==> config.mk <==
export PLATFORM = sky130hd
export DESIGN_NAME = ccr_thermal_regs
export DESIGN_NICKNAME = d
export VERILOG_FILES = /design/src/hdl/ccr_pkg.sv /design/src/hdl/ccr_thermal_regs.sv
export SDC_FILE = /design/constraint.sdc
export NUM_CORES = 1
export LEC_CHECK = 0
export BUFFER_PORTS_ARGS = -buffer_cell sky130_fd_sc_hd__buf_2
export CELL_PAD_IN_SITES_DETAIL_PLACEMENT = 1
export CELL_PAD_IN_SITES_GLOBAL_PLACEMENT = 1
export CORE_UTILIZATION = 38
export DETAILED_ROUTE_END_ITERATION = 10
export GPL_ROUTABILITY_DRIVEN = 0
export PLACE_DENSITY = 0.82
export RECOVER_POWER = 50
export SETUP_SLACK_MARGIN = 0.4
export SYNTH_ARGS = -nofsm -noshare
export SYNTH_HDL_FRONTEND = slang
export SYNTH_SLANG_ARGS = --single-unit
==> constraint.sdc <==
create_clock -name sys_clk -period 2.63 [get_ports sys_clk]
set_clock_uncertainty 0.05 [all_clocks]
set_input_delay 0 -clock sys_clk [delete_from_list [all_inputs] [get_ports sys_clk]]
set_output_delay 0 -clock sys_clk [all_outputs]
set_load 0.05 [all_outputs]
==> src/hdl/ccr_pkg.sv <==
// constants, field layout and state type of the charger control-five and
// temperature control register bank.
// assumes an external two-wire serial engine presents byte accesses.
//
// Functional notes
// RQ1 - while ship switch not fitted, ocp, force-off and driver bits read 0, writes ignored
// RQ2 - after fitted is written 1, those ship bits become writable and the features active
// RQ3 - bit 5 gates discharge current sensing, default 0, watchdog and reset clear it
// RQ4 - bits 4-3 pick reverse mode discharge limit 3A/4A/5A/off, default 5A
// RQ5 - internal input limit enable, default 1, restored by watchdog or reset
// RQ6 - external pin input limit enable, default 1, restored only by register reset
// RQ7 - bit 0 enables discharge overcurrent protection, default 0, watchdog or reset clear
// RQ8 - control-five register reads 16h after reset
// RQ9 - register at 15h is reserved, read-only, reads zero
// RQ10 - bits 7-6 thermal regulation 60/80/100/120 C, default 120 C, watchdog restores
// RQ11 - bits 5-4 thermal shutdown 150/130/120/85 C, default 150 C, watchdog restores
// RQ12 - bit 3 bus pull-down enable, default 0, cleared only by register reset
// RQ13 - bit 2 first source pull-down enable, default 0, register reset only
// RQ14 - bit 1 second source pull-down enable, default 0, register reset only
// RQ15 - temperature control reads C0h after reset, bit 0 reserved and zero
// RQ16 - writes to reserved bits or reserved register do nothing, bits stay zero
// RQ17 - watchdog pulse restores watchdog fields only, register reset restores all fields

package ccr_pkg;

   localparam logic [7:0] CCR_OFS_CTRL5 = 8'h14;
   localparam logic [7:0] CCR_OFS_RSVD  = 8'h15;
   localparam logic [7:0] CCR_OFS_TEMP  = 8'h16;

   localparam logic [7:0] CCR_RST_CTRL5 = 8'h16;
   localparam logic [7:0] CCR_RST_TEMP  = 8'hC0;
   localparam logic [7:0] CCR_RD_ZERO   = 8'h00;

   // control-five bit positions
   localparam int CCR_B_FITTED = 7;
   localparam int CCR_B_SENSE  = 5;
   localparam int CCR_B_LIM_HI = 4;
   localparam int CCR_B_LIM_LO = 3;
   localparam int CCR_B_INTLIM = 2;
   localparam int CCR_B_EXTLIM = 1;
   localparam int CCR_B_OCP    = 0;

   // temperature control bit positions
   localparam int CCR_B_TREG_HI  = 7;
   localparam int CCR_B_TREG_LO  = 6;
   localparam int CCR_B_TSHUT_HI = 5;
   localparam int CCR_B_TSHUT_LO = 4;
   localparam int CCR_B_BUSPD    = 3;
   localparam int CCR_B_S1PD     = 2;
   localparam int CCR_B_S2PD     = 1;

   // reverse mode discharge limit codes
   localparam logic [1:0] CCR_LIM_3A  = 2'h0;
   localparam logic [1:0] CCR_LIM_4A  = 2'h1;
   localparam logic [1:0] CCR_LIM_5A  = 2'h2;
   localparam logic [1:0] CCR_LIM_OFF = 2'h3;

   // thermal codes
   localparam logic [1:0] CCR_TREG_120C  = 2'h3;
   localparam logic [1:0] CCR_TSHUT_150C = 2'h0;

   typedef struct packed {
      logic       fitted;
      logic       sense_en;
      logic [1:0] lim_sel;
      logic       int_lim_en;
      logic       ext_lim_en;
      logic       ocp_en;
      logic [1:0] treg_sel;
      logic [1:0] tshut_sel;
      logic       bus_pd;
      logic       s1_pd;
      logic       s2_pd;
      logic       force_off;
      logic [1:0] drv_ctrl;
      logic       pin_meta;
      logic       pin_sync;
      logic       ext_req;
      logic [7:0] rdata;
      logic       rvalid;
   } ccr_state_t;

   localparam ccr_state_t CCR_STATE_RST = '{
      fitted:     1'b0,
      sense_en:   1'b0,
      lim_sel:    CCR_LIM_5A,
      int_lim_en: 1'b1,
      ext_lim_en: 1'b1,
      ocp_en:     1'b0,
      treg_sel:   CCR_TREG_120C,
      tshut_sel:  CCR_TSHUT_150C,
      bus_pd:     1'b0,
      s1_pd:      1'b0,
      s2_pd:      1'b0,
      force_off:  1'b0,
      drv_ctrl:   2'h0,
      pin_meta:   1'b0,
      pin_sync:   1'b0,
      ext_req:    1'b0,
      rdata:      8'h00,
      rvalid:     1'b0
   };

endpackage

==> src/hdl/ccr_thermal_regs.sv <==
// register bank for charger control five, the reserved byte and
// temperature control, plus gating of the ship switch related controls.
// assumes the serial engine, watchdog and reset pulse sources run on sys_clk;
// only input_limit_pin comes from outside and is synchronised here.
`timescale 1ns/10ps

module ccr_thermal_regs (
   input  wire logic       sys_clk,
   input  wire logic       sys_rst,
   input  wire logic [7:0] reg_addr,
   input  wire logic [7:0] reg_wdata,
   input  wire logic       reg_wr,
   input  wire logic       reg_rd,
   input  wire logic       wd_expire,
   input  wire logic       reg_reset,
   input  wire logic       ship_force_off_req,
   input  wire logic [1:0] ship_driver_req,
   input  wire logic       input_limit_pin,
   output logic [7:0]      reg_rdata,
   output logic            reg_rvalid,
   output logic            ship_switch_fitted,
   output logic            discharge_sense_en,
   output logic [1:0]      otg_discharge_limit_sel,
   output logic            internal_input_limit_en,
   output logic            external_input_limit_en,
   output logic            ext_limit_request,
   output logic            batt_discharge_ocp_en,
   output logic            ship_switch_force_off,
   output logic [1:0]      ship_driver_ctrl,
   output logic [1:0]      thermal_reg_sel,
   output logic [1:0]      thermal_shutdown_sel,
   output logic            bus_pulldown_en,
   output logic            source1_pulldown_en,
   output logic            source2_pulldown_en
);

   ////////////////////////////////////////////////////////////////////////////
   // state

   ccr_pkg::ccr_state_t s_r;
   ccr_pkg::ccr_state_t s_nxt;

   ////////////////////////////////////////////////////////////////////////////
   // readback packing, shared by the read path and nowhere else duplicated

   function automatic logic [7:0] pack_ctrl5(
      input ccr_pkg::ccr_state_t st
   );
      logic [7:0] b;
      b = ccr_pkg::CCR_RD_ZERO;
      b[ccr_pkg::CCR_B_FITTED] = st.fitted;
      b[ccr_pkg::CCR_B_SENSE]  = st.sense_en;
      b[ccr_pkg::CCR_B_LIM_HI] = st.lim_sel[1];
      b[ccr_pkg::CCR_B_LIM_LO] = st.lim_sel[0];
      b[ccr_pkg::CCR_B_INTLIM] = st.int_lim_en;
      b[ccr_pkg::CCR_B_EXTLIM] = st.ext_lim_en;
      // locked at zero while no ship switch
      b[ccr_pkg::CCR_B_OCP]    = st.ocp_en & st.fitted; // RQ1
      return b;
   endfunction

   function automatic logic [7:0] pack_temp(
      input ccr_pkg::ccr_state_t st
   );
      logic [7:0] b;
      // bit 0 stays at the zero it starts with
      b = ccr_pkg::CCR_RD_ZERO; // RQ15
      b[ccr_pkg::CCR_B_TREG_HI]  = st.treg_sel[1];
      b[ccr_pkg::CCR_B_TREG_LO]  = st.treg_sel[0];
      b[ccr_pkg::CCR_B_TSHUT_HI] = st.tshut_sel[1];
      b[ccr_pkg::CCR_B_TSHUT_LO] = st.tshut_sel[0];
      b[ccr_pkg::CCR_B_BUSPD]    = st.bus_pd;
      b[ccr_pkg::CCR_B_S1PD]     = st.s1_pd;
      b[ccr_pkg::CCR_B_S2PD]     = st.s2_pd;
      return b;
   endfunction

   function automatic logic [7:0] read_mux(
      input ccr_pkg::ccr_state_t st,
      input logic [7:0]          a
   );
      logic [7:0] b;
      b = ccr_pkg::CCR_RD_ZERO;
      case (a)
         ccr_pkg::CCR_OFS_CTRL5: begin
            b = pack_ctrl5(st);
         end
         ccr_pkg::CCR_OFS_TEMP: begin
            b = pack_temp(st);
         end
         ccr_pkg::CCR_OFS_RSVD: begin
            b = ccr_pkg::CCR_RD_ZERO; // RQ9
         end
         default: begin
            b = ccr_pkg::CCR_RD_ZERO;
         end
      endcase
      return b;
   endfunction

   ////////////////////////////////////////////////////////////////////////////
   // next state

   always_comb begin
      s_nxt = s_r;

      // two flops before anything looks at the pin
      s_nxt.pin_meta = input_limit_pin;
      s_nxt.pin_sync = s_r.pin_meta;

      // read answer one cycle after the request; sees pre-write contents
      s_nxt.rvalid = reg_rd;
      if (reg_rd) begin
         s_nxt.rdata = read_mux(s_r, reg_addr); // RQ9
      end

      if (reg_reset) begin
         // every field back to default
         s_nxt.fitted     = ccr_pkg::CCR_STATE_RST.fitted; // RQ17
         s_nxt.sense_en   = ccr_pkg::CCR_STATE_RST.sense_en; // RQ3
         s_nxt.lim_sel    = ccr_pkg::CCR_STATE_RST.lim_sel; // RQ4
         s_nxt.int_lim_en = ccr_pkg::CCR_STATE_RST.int_lim_en; // RQ5
         s_nxt.ext_lim_en = ccr_pkg::CCR_STATE_RST.ext_lim_en; // RQ6
         s_nxt.ocp_en     = ccr_pkg::CCR_STATE_RST.ocp_en; // RQ7
         s_nxt.treg_sel   = ccr_pkg::CCR_STATE_RST.treg_sel; // RQ10
         s_nxt.tshut_sel  = ccr_pkg::CCR_STATE_RST.tshut_sel; // RQ11
         s_nxt.bus_pd     = ccr_pkg::CCR_STATE_RST.bus_pd; // RQ12
         s_nxt.s1_pd      = ccr_pkg::CCR_STATE_RST.s1_pd; // RQ13
         s_nxt.s2_pd      = ccr_pkg::CCR_STATE_RST.s2_pd; // RQ14
      end else if (wd_expire) begin
         // only watchdog fields; a write in the same cycle is dropped
         s_nxt.sense_en   = ccr_pkg::CCR_STATE_RST.sense_en; // RQ3
         s_nxt.lim_sel    = ccr_pkg::CCR_STATE_RST.lim_sel; // RQ4
         s_nxt.int_lim_en = ccr_pkg::CCR_STATE_RST.int_lim_en; // RQ5
         s_nxt.ocp_en     = ccr_pkg::CCR_STATE_RST.ocp_en; // RQ7
         s_nxt.treg_sel   = ccr_pkg::CCR_STATE_RST.treg_sel; // RQ10
         s_nxt.tshut_sel  = ccr_pkg::CCR_STATE_RST.tshut_sel; // RQ11
      end else if (reg_wr) begin
         case (reg_addr)
            ccr_pkg::CCR_OFS_CTRL5: begin
               s_nxt.fitted     = reg_wdata[ccr_pkg::CCR_B_FITTED]; // RQ2
               s_nxt.sense_en   = reg_wdata[ccr_pkg::CCR_B_SENSE]; // RQ3
               s_nxt.lim_sel    = reg_wdata[ccr_pkg::CCR_B_LIM_HI:ccr_pkg::CCR_B_LIM_LO]; // RQ4
               s_nxt.int_lim_en = reg_wdata[ccr_pkg::CCR_B_INTLIM]; // RQ5
               s_nxt.ext_lim_en = reg_wdata[ccr_pkg::CCR_B_EXTLIM]; // RQ6
               // unlock is judged on the value held before this write
               if (s_r.fitted) begin
                  s_nxt.ocp_en = reg_wdata[ccr_pkg::CCR_B_OCP]; // RQ2
               end
            end
            ccr_pkg::CCR_OFS_TEMP: begin
               s_nxt.treg_sel  = reg_wdata[ccr_pkg::CCR_B_TREG_HI:ccr_pkg::CCR_B_TREG_LO]; // RQ10
               s_nxt.tshut_sel = reg_wdata[ccr_pkg::CCR_B_TSHUT_HI:ccr_pkg::CCR_B_TSHUT_LO]; // RQ11
               s_nxt.bus_pd    = reg_wdata[ccr_pkg::CCR_B_BUSPD]; // RQ12
               s_nxt.s1_pd     = reg_wdata[ccr_pkg::CCR_B_S1PD]; // RQ13
               s_nxt.s2_pd     = reg_wdata[ccr_pkg::CCR_B_S2PD]; // RQ14
            end
            default: begin
               // reserved register and unmapped bytes take nothing
               s_nxt.rvalid = s_nxt.rvalid; // RQ16
            end
         endcase
      end

      // dropping the fitted bit relocks the ship controls at zero
      if (!s_nxt.fitted) begin
         s_nxt.ocp_en = 1'b0; // RQ1
      end

      // ship controls held elsewhere pass only once unlocked
      s_nxt.force_off = s_nxt.fitted & ship_force_off_req; // RQ1 RQ2
      s_nxt.drv_ctrl  = s_nxt.fitted ? ship_driver_req : 2'h0; // RQ1 RQ2

      // pin limiting only counts while its enable is set
      s_nxt.ext_req = s_nxt.ext_lim_en & s_r.pin_sync; // RQ6
   end

   ////////////////////////////////////////////////////////////////////////////
   // registers

   always_ff @(posedge sys_clk) begin
      if (sys_rst) begin
         s_r <= ccr_pkg::CCR_STATE_RST; // RQ8 RQ15
      end else begin
         s_r <= s_nxt;
      end
   end

   ////////////////////////////////////////////////////////////////////////////
   // outputs, all straight from state flops

   assign reg_rdata               = s_r.rdata;
   assign reg_rvalid              = s_r.rvalid;
   assign ship_switch_fitted      = s_r.fitted;
   assign discharge_sense_en      = s_r.sense_en; // RQ3
   assign otg_discharge_limit_sel = s_r.lim_sel; // RQ4
   assign internal_input_limit_en = s_r.int_lim_en; // RQ5
   assign external_input_limit_en = s_r.ext_lim_en; // RQ6
   assign ext_limit_request       = s_r.ext_req;
   assign batt_discharge_ocp_en   = s_r.ocp_en; // RQ7
   assign ship_switch_force_off   = s_r.force_off;
   assign ship_driver_ctrl        = s_r.drv_ctrl;
   assign thermal_reg_sel         = s_r.treg_sel; // RQ10
   assign thermal_shutdown_sel    = s_r.tshut_sel; // RQ11
   assign bus_pulldown_en         = s_r.bus_pd; // RQ12
   assign source1_pulldown_en     = s_r.s1_pd; // RQ13
   assign source2_pulldown_en     = s_r.s2_pd; // RQ14

endmodule

==> out/results.ini <==
[place]
dp_cells=224
portBuffers=52
place_hpwl_microns=2740

[clock_network]
clock_latency_ns=0.34
cts_resized=0
cts.clk_slew.worst_paths_ns=0.09
root_buffer=clkbuf_4
postCtsSetupBuffers=0
cts_tree=yes
cts_made_buffers=5
cts_sinks=29
cts.htree.levels=2
clockBufferDepth=2

[timing]
finalHoldViolCount=0
whs_ns=0.0416
grt_setup_unrepaired=false
timing.fmax_ghz=0.538
slew_viol_final=0
finalCritPeriodShare=0.707
worst_pin_slew_ns=0.712
relSlewSlack=0.523
finalSetupTns_ns=0
period_needed_ns=1.86
finalSetupViolCount=0

[pwr]
p_per_area_mw_per_mm2=468
peakVddDrop_mv=0.349
leakage_nw=0.616

[hold_path]
hp-start=wd_expire
hp-class=primary input to flip-flop
worstHoldPathCells=3
min_to=external_input_limit_en

[route]
ant_nets=0
wl_met1_microns=1920
vias=1394
finalWirelength_microns=4280
avgViaCountPerCell=5.60
drtPass1Iterations=4
wl_met2_microns=2120
drc_errors=0
wl_per_cell_microns=17.2
drtIter0Drc=67
routed.top_layer=met4
met3_wirelength_microns=168

[synth]
syn_area_per_cell_sq_um=9.30
synth_area_leader_cell=dfxtp_1
yosysMostFrequentCell=dfxtp_1
synth_cells=149
async_flop_share=0
synth_top_area_share=0.419
yosys_most_used_dff=dfxtp_1
synthTopCellsByCount=dfxtp_1, buf_4, a21oi_1
synth-edff-count=0
netlist_area_sq_mm=0.00139
synth-seq-cells=29
yosysUniqueCellTypes=32
seq_area_frac_synth=0.419
synth_nets=175
synth_warnings=0
netlist_top_cells_area=dfxtp_1, buf_4, nand4_1

[run]
drv_cap=0

[worst_setup_path]
cp_common_cell=dlygate4sd3_1
cp-end-kind=flip-flop
critPathMaxFanout=16
path_delay_family=buffers and inverters
crit_arrival_ns=2.01
r2r.worst_path.cells=3
crit_slowest_cell=dlygate4sd3_1
setup.worst_path.class=primary input to flip-flop
startpoint_type=primary input
r2r-end=batt_discharge_ocp_en
regToRegSetupSlack_ns=1.40
r2r_start=ship_switch_fitted
crit_buf_inv=3
path_cells=dlygate4sd3_1 -> clkbuf_1 -> nor2_1 -> nand2_1 -> dlygate4sd3_1 -> a21oi_1
required_ns=2.78
slowest_delay_ns=0.57

[global_route]
grt_pass1_wl_microns=7130
grt_max_degree=24
first_global_vias=1481
antenna_found_initial=0
overflow=0
grt_usage=0.235

[cells_and_area]
n_antenna_cell=0
drive_above_1_share=0.217
fin_cells=249
area_delta_synth_final_pct=27.0
fin_nets=229

[floorplanning]
die_area_sq_mm=0.00389
ios=53
rows=21
core_sq_mm=0.00342
initial_core_util=0.406
die_w_microns=62.4
die_h_microns=62.4

[outcome]
status=finished, final reports clean

-- worst max-delay path by stage --
stage,startpoint,endpoint,slack (ns),depth (start not counted)
after detailed placement,reg_addr[5],batt_discharge_ocp_en,1.01,4
after floorplan,ship_switch_fitted,batt_discharge_ocp_en,1.28,3
after global placement,reg_addr[5],batt_discharge_ocp_en,1.07,4
after global routing,sys_rst,ship_switch_force_off,0.65,6
after CTS,sys_rst,ship_switch_force_off,1.07,6
final,sys_rst,ship_switch_force_off,0.77,6
-- layout make-up --
cell class              count  area, sq um
clock buffers               7         55.1
fillers                   430         1660
inverters                   5         18.8
multi-input cells          90          629
flip-flops and latches     29          581
well taps                  46         57.6
repair buffers             72          419
-- flip-flops by register name, indices dropped and copies added (netlist names) --
register	cells
thermal_reg_sel	2
s_nxt	1
ship_switch_fitted	1
ext_limit_request	1
discharge_sense_en	1
thermal_shutdown_sel	2
internal_input_limit_en	1
batt_discharge_ocp_en	1
ship_driver_ctrl	2
reg_rdata	8
reg_rvalid	1
source1_pulldown_en	1
bus_pulldown_en	1
otg_discharge_limit_sel	2
external_input_limit_en	1
s_r	1
source2_pulldown_en	1
ship_switch_force_off	1
-- worst reg2reg max path: stages (launching register included) --
cell and delay (ns):
dfxtp_1 0.37, nor2b_1 0.19, a311o_1 0.38, a22oi_1 0.16
-- cell families (layout without fill, tap and decap cells) --
kind of cell | Yosys count | in the layout | share of synthesized area
buffers and inverters | 30 | 84 | 0.127
muxes | 6 | 6 | 0.0487
and+or+nand+nor | 45 | 45 | 0.199
AOI/OAI and AO/OA | 39 | 39 | 0.206
DFF | 29 | 29 | 0.419
-- per-layer routing --
layer / GRT usage / vias to the layer above
met5: 0 / -
li1: - / 653
met2: 0.397 / 40
met4: 0.102 / 0
met1: 0.283 / 692
met3: 0.0529 / 9
-- where the power goes --
part / internal [mW] / switching (mW)
Combinational: 0.0429 / 0.0541
Sequential: 0.441 / 0.000739
Clock: 0.126 / 0.158
-- cell usage in the layout (no fill, tap or decap), drive strengths merged --
| master | count |
|---|---|
| mux2 | 6 |
| nor2 | 10 |
| or3 | 1 |
| a311oi | 1 |
| or4b | 1 |
| o41ai | 2 |
| a22oi | 1 |
| a31oi | 4 |
| inv | 4 |
| nor4 | 4 |
| nor4b | 2 |
| dlygate4sd3 | 18 |
| nor2b | 4 |
| a21oi | 13 |
| nand4bb | 1 |
| o21ai | 4 |
| o31ai | 7 |
| nand3 | 1 |
| dfxtp | 29 |
| and4bb | 1 |
| a311o | 1 |
| clkbuf | 34 |
| nor4bb | 1 |
| buf | 27 |
| nand2 | 5 |
| or2 | 1 |
| nand4 | 12 |
| a32oi | 6 |
| nand2b | 1 |
| clkinv | 1 |
-- through the flow --
stage           util  power (mW)  setup WS (ns)  instance area, sq um
6_report       0.515       0.823          0.771                  1760
5_1_grt        0.515       0.850          0.654                  1760
4_1_cts        0.526       0.823           1.07                  1800
3_5_place_dp   0.457       0.528           1.01                  1560
3_3_place_gp   0.457       0.525           1.07                  1560
2_1_floorplan      -       0.492           1.28                  1390
-- timing repair --
action,in CTS,in global routing
hold endpoints to repair,28,0
setup endpoints to repair,0,0
hold buffers,18,0
No activity file was read; power rests on OpenSTA's default activity.
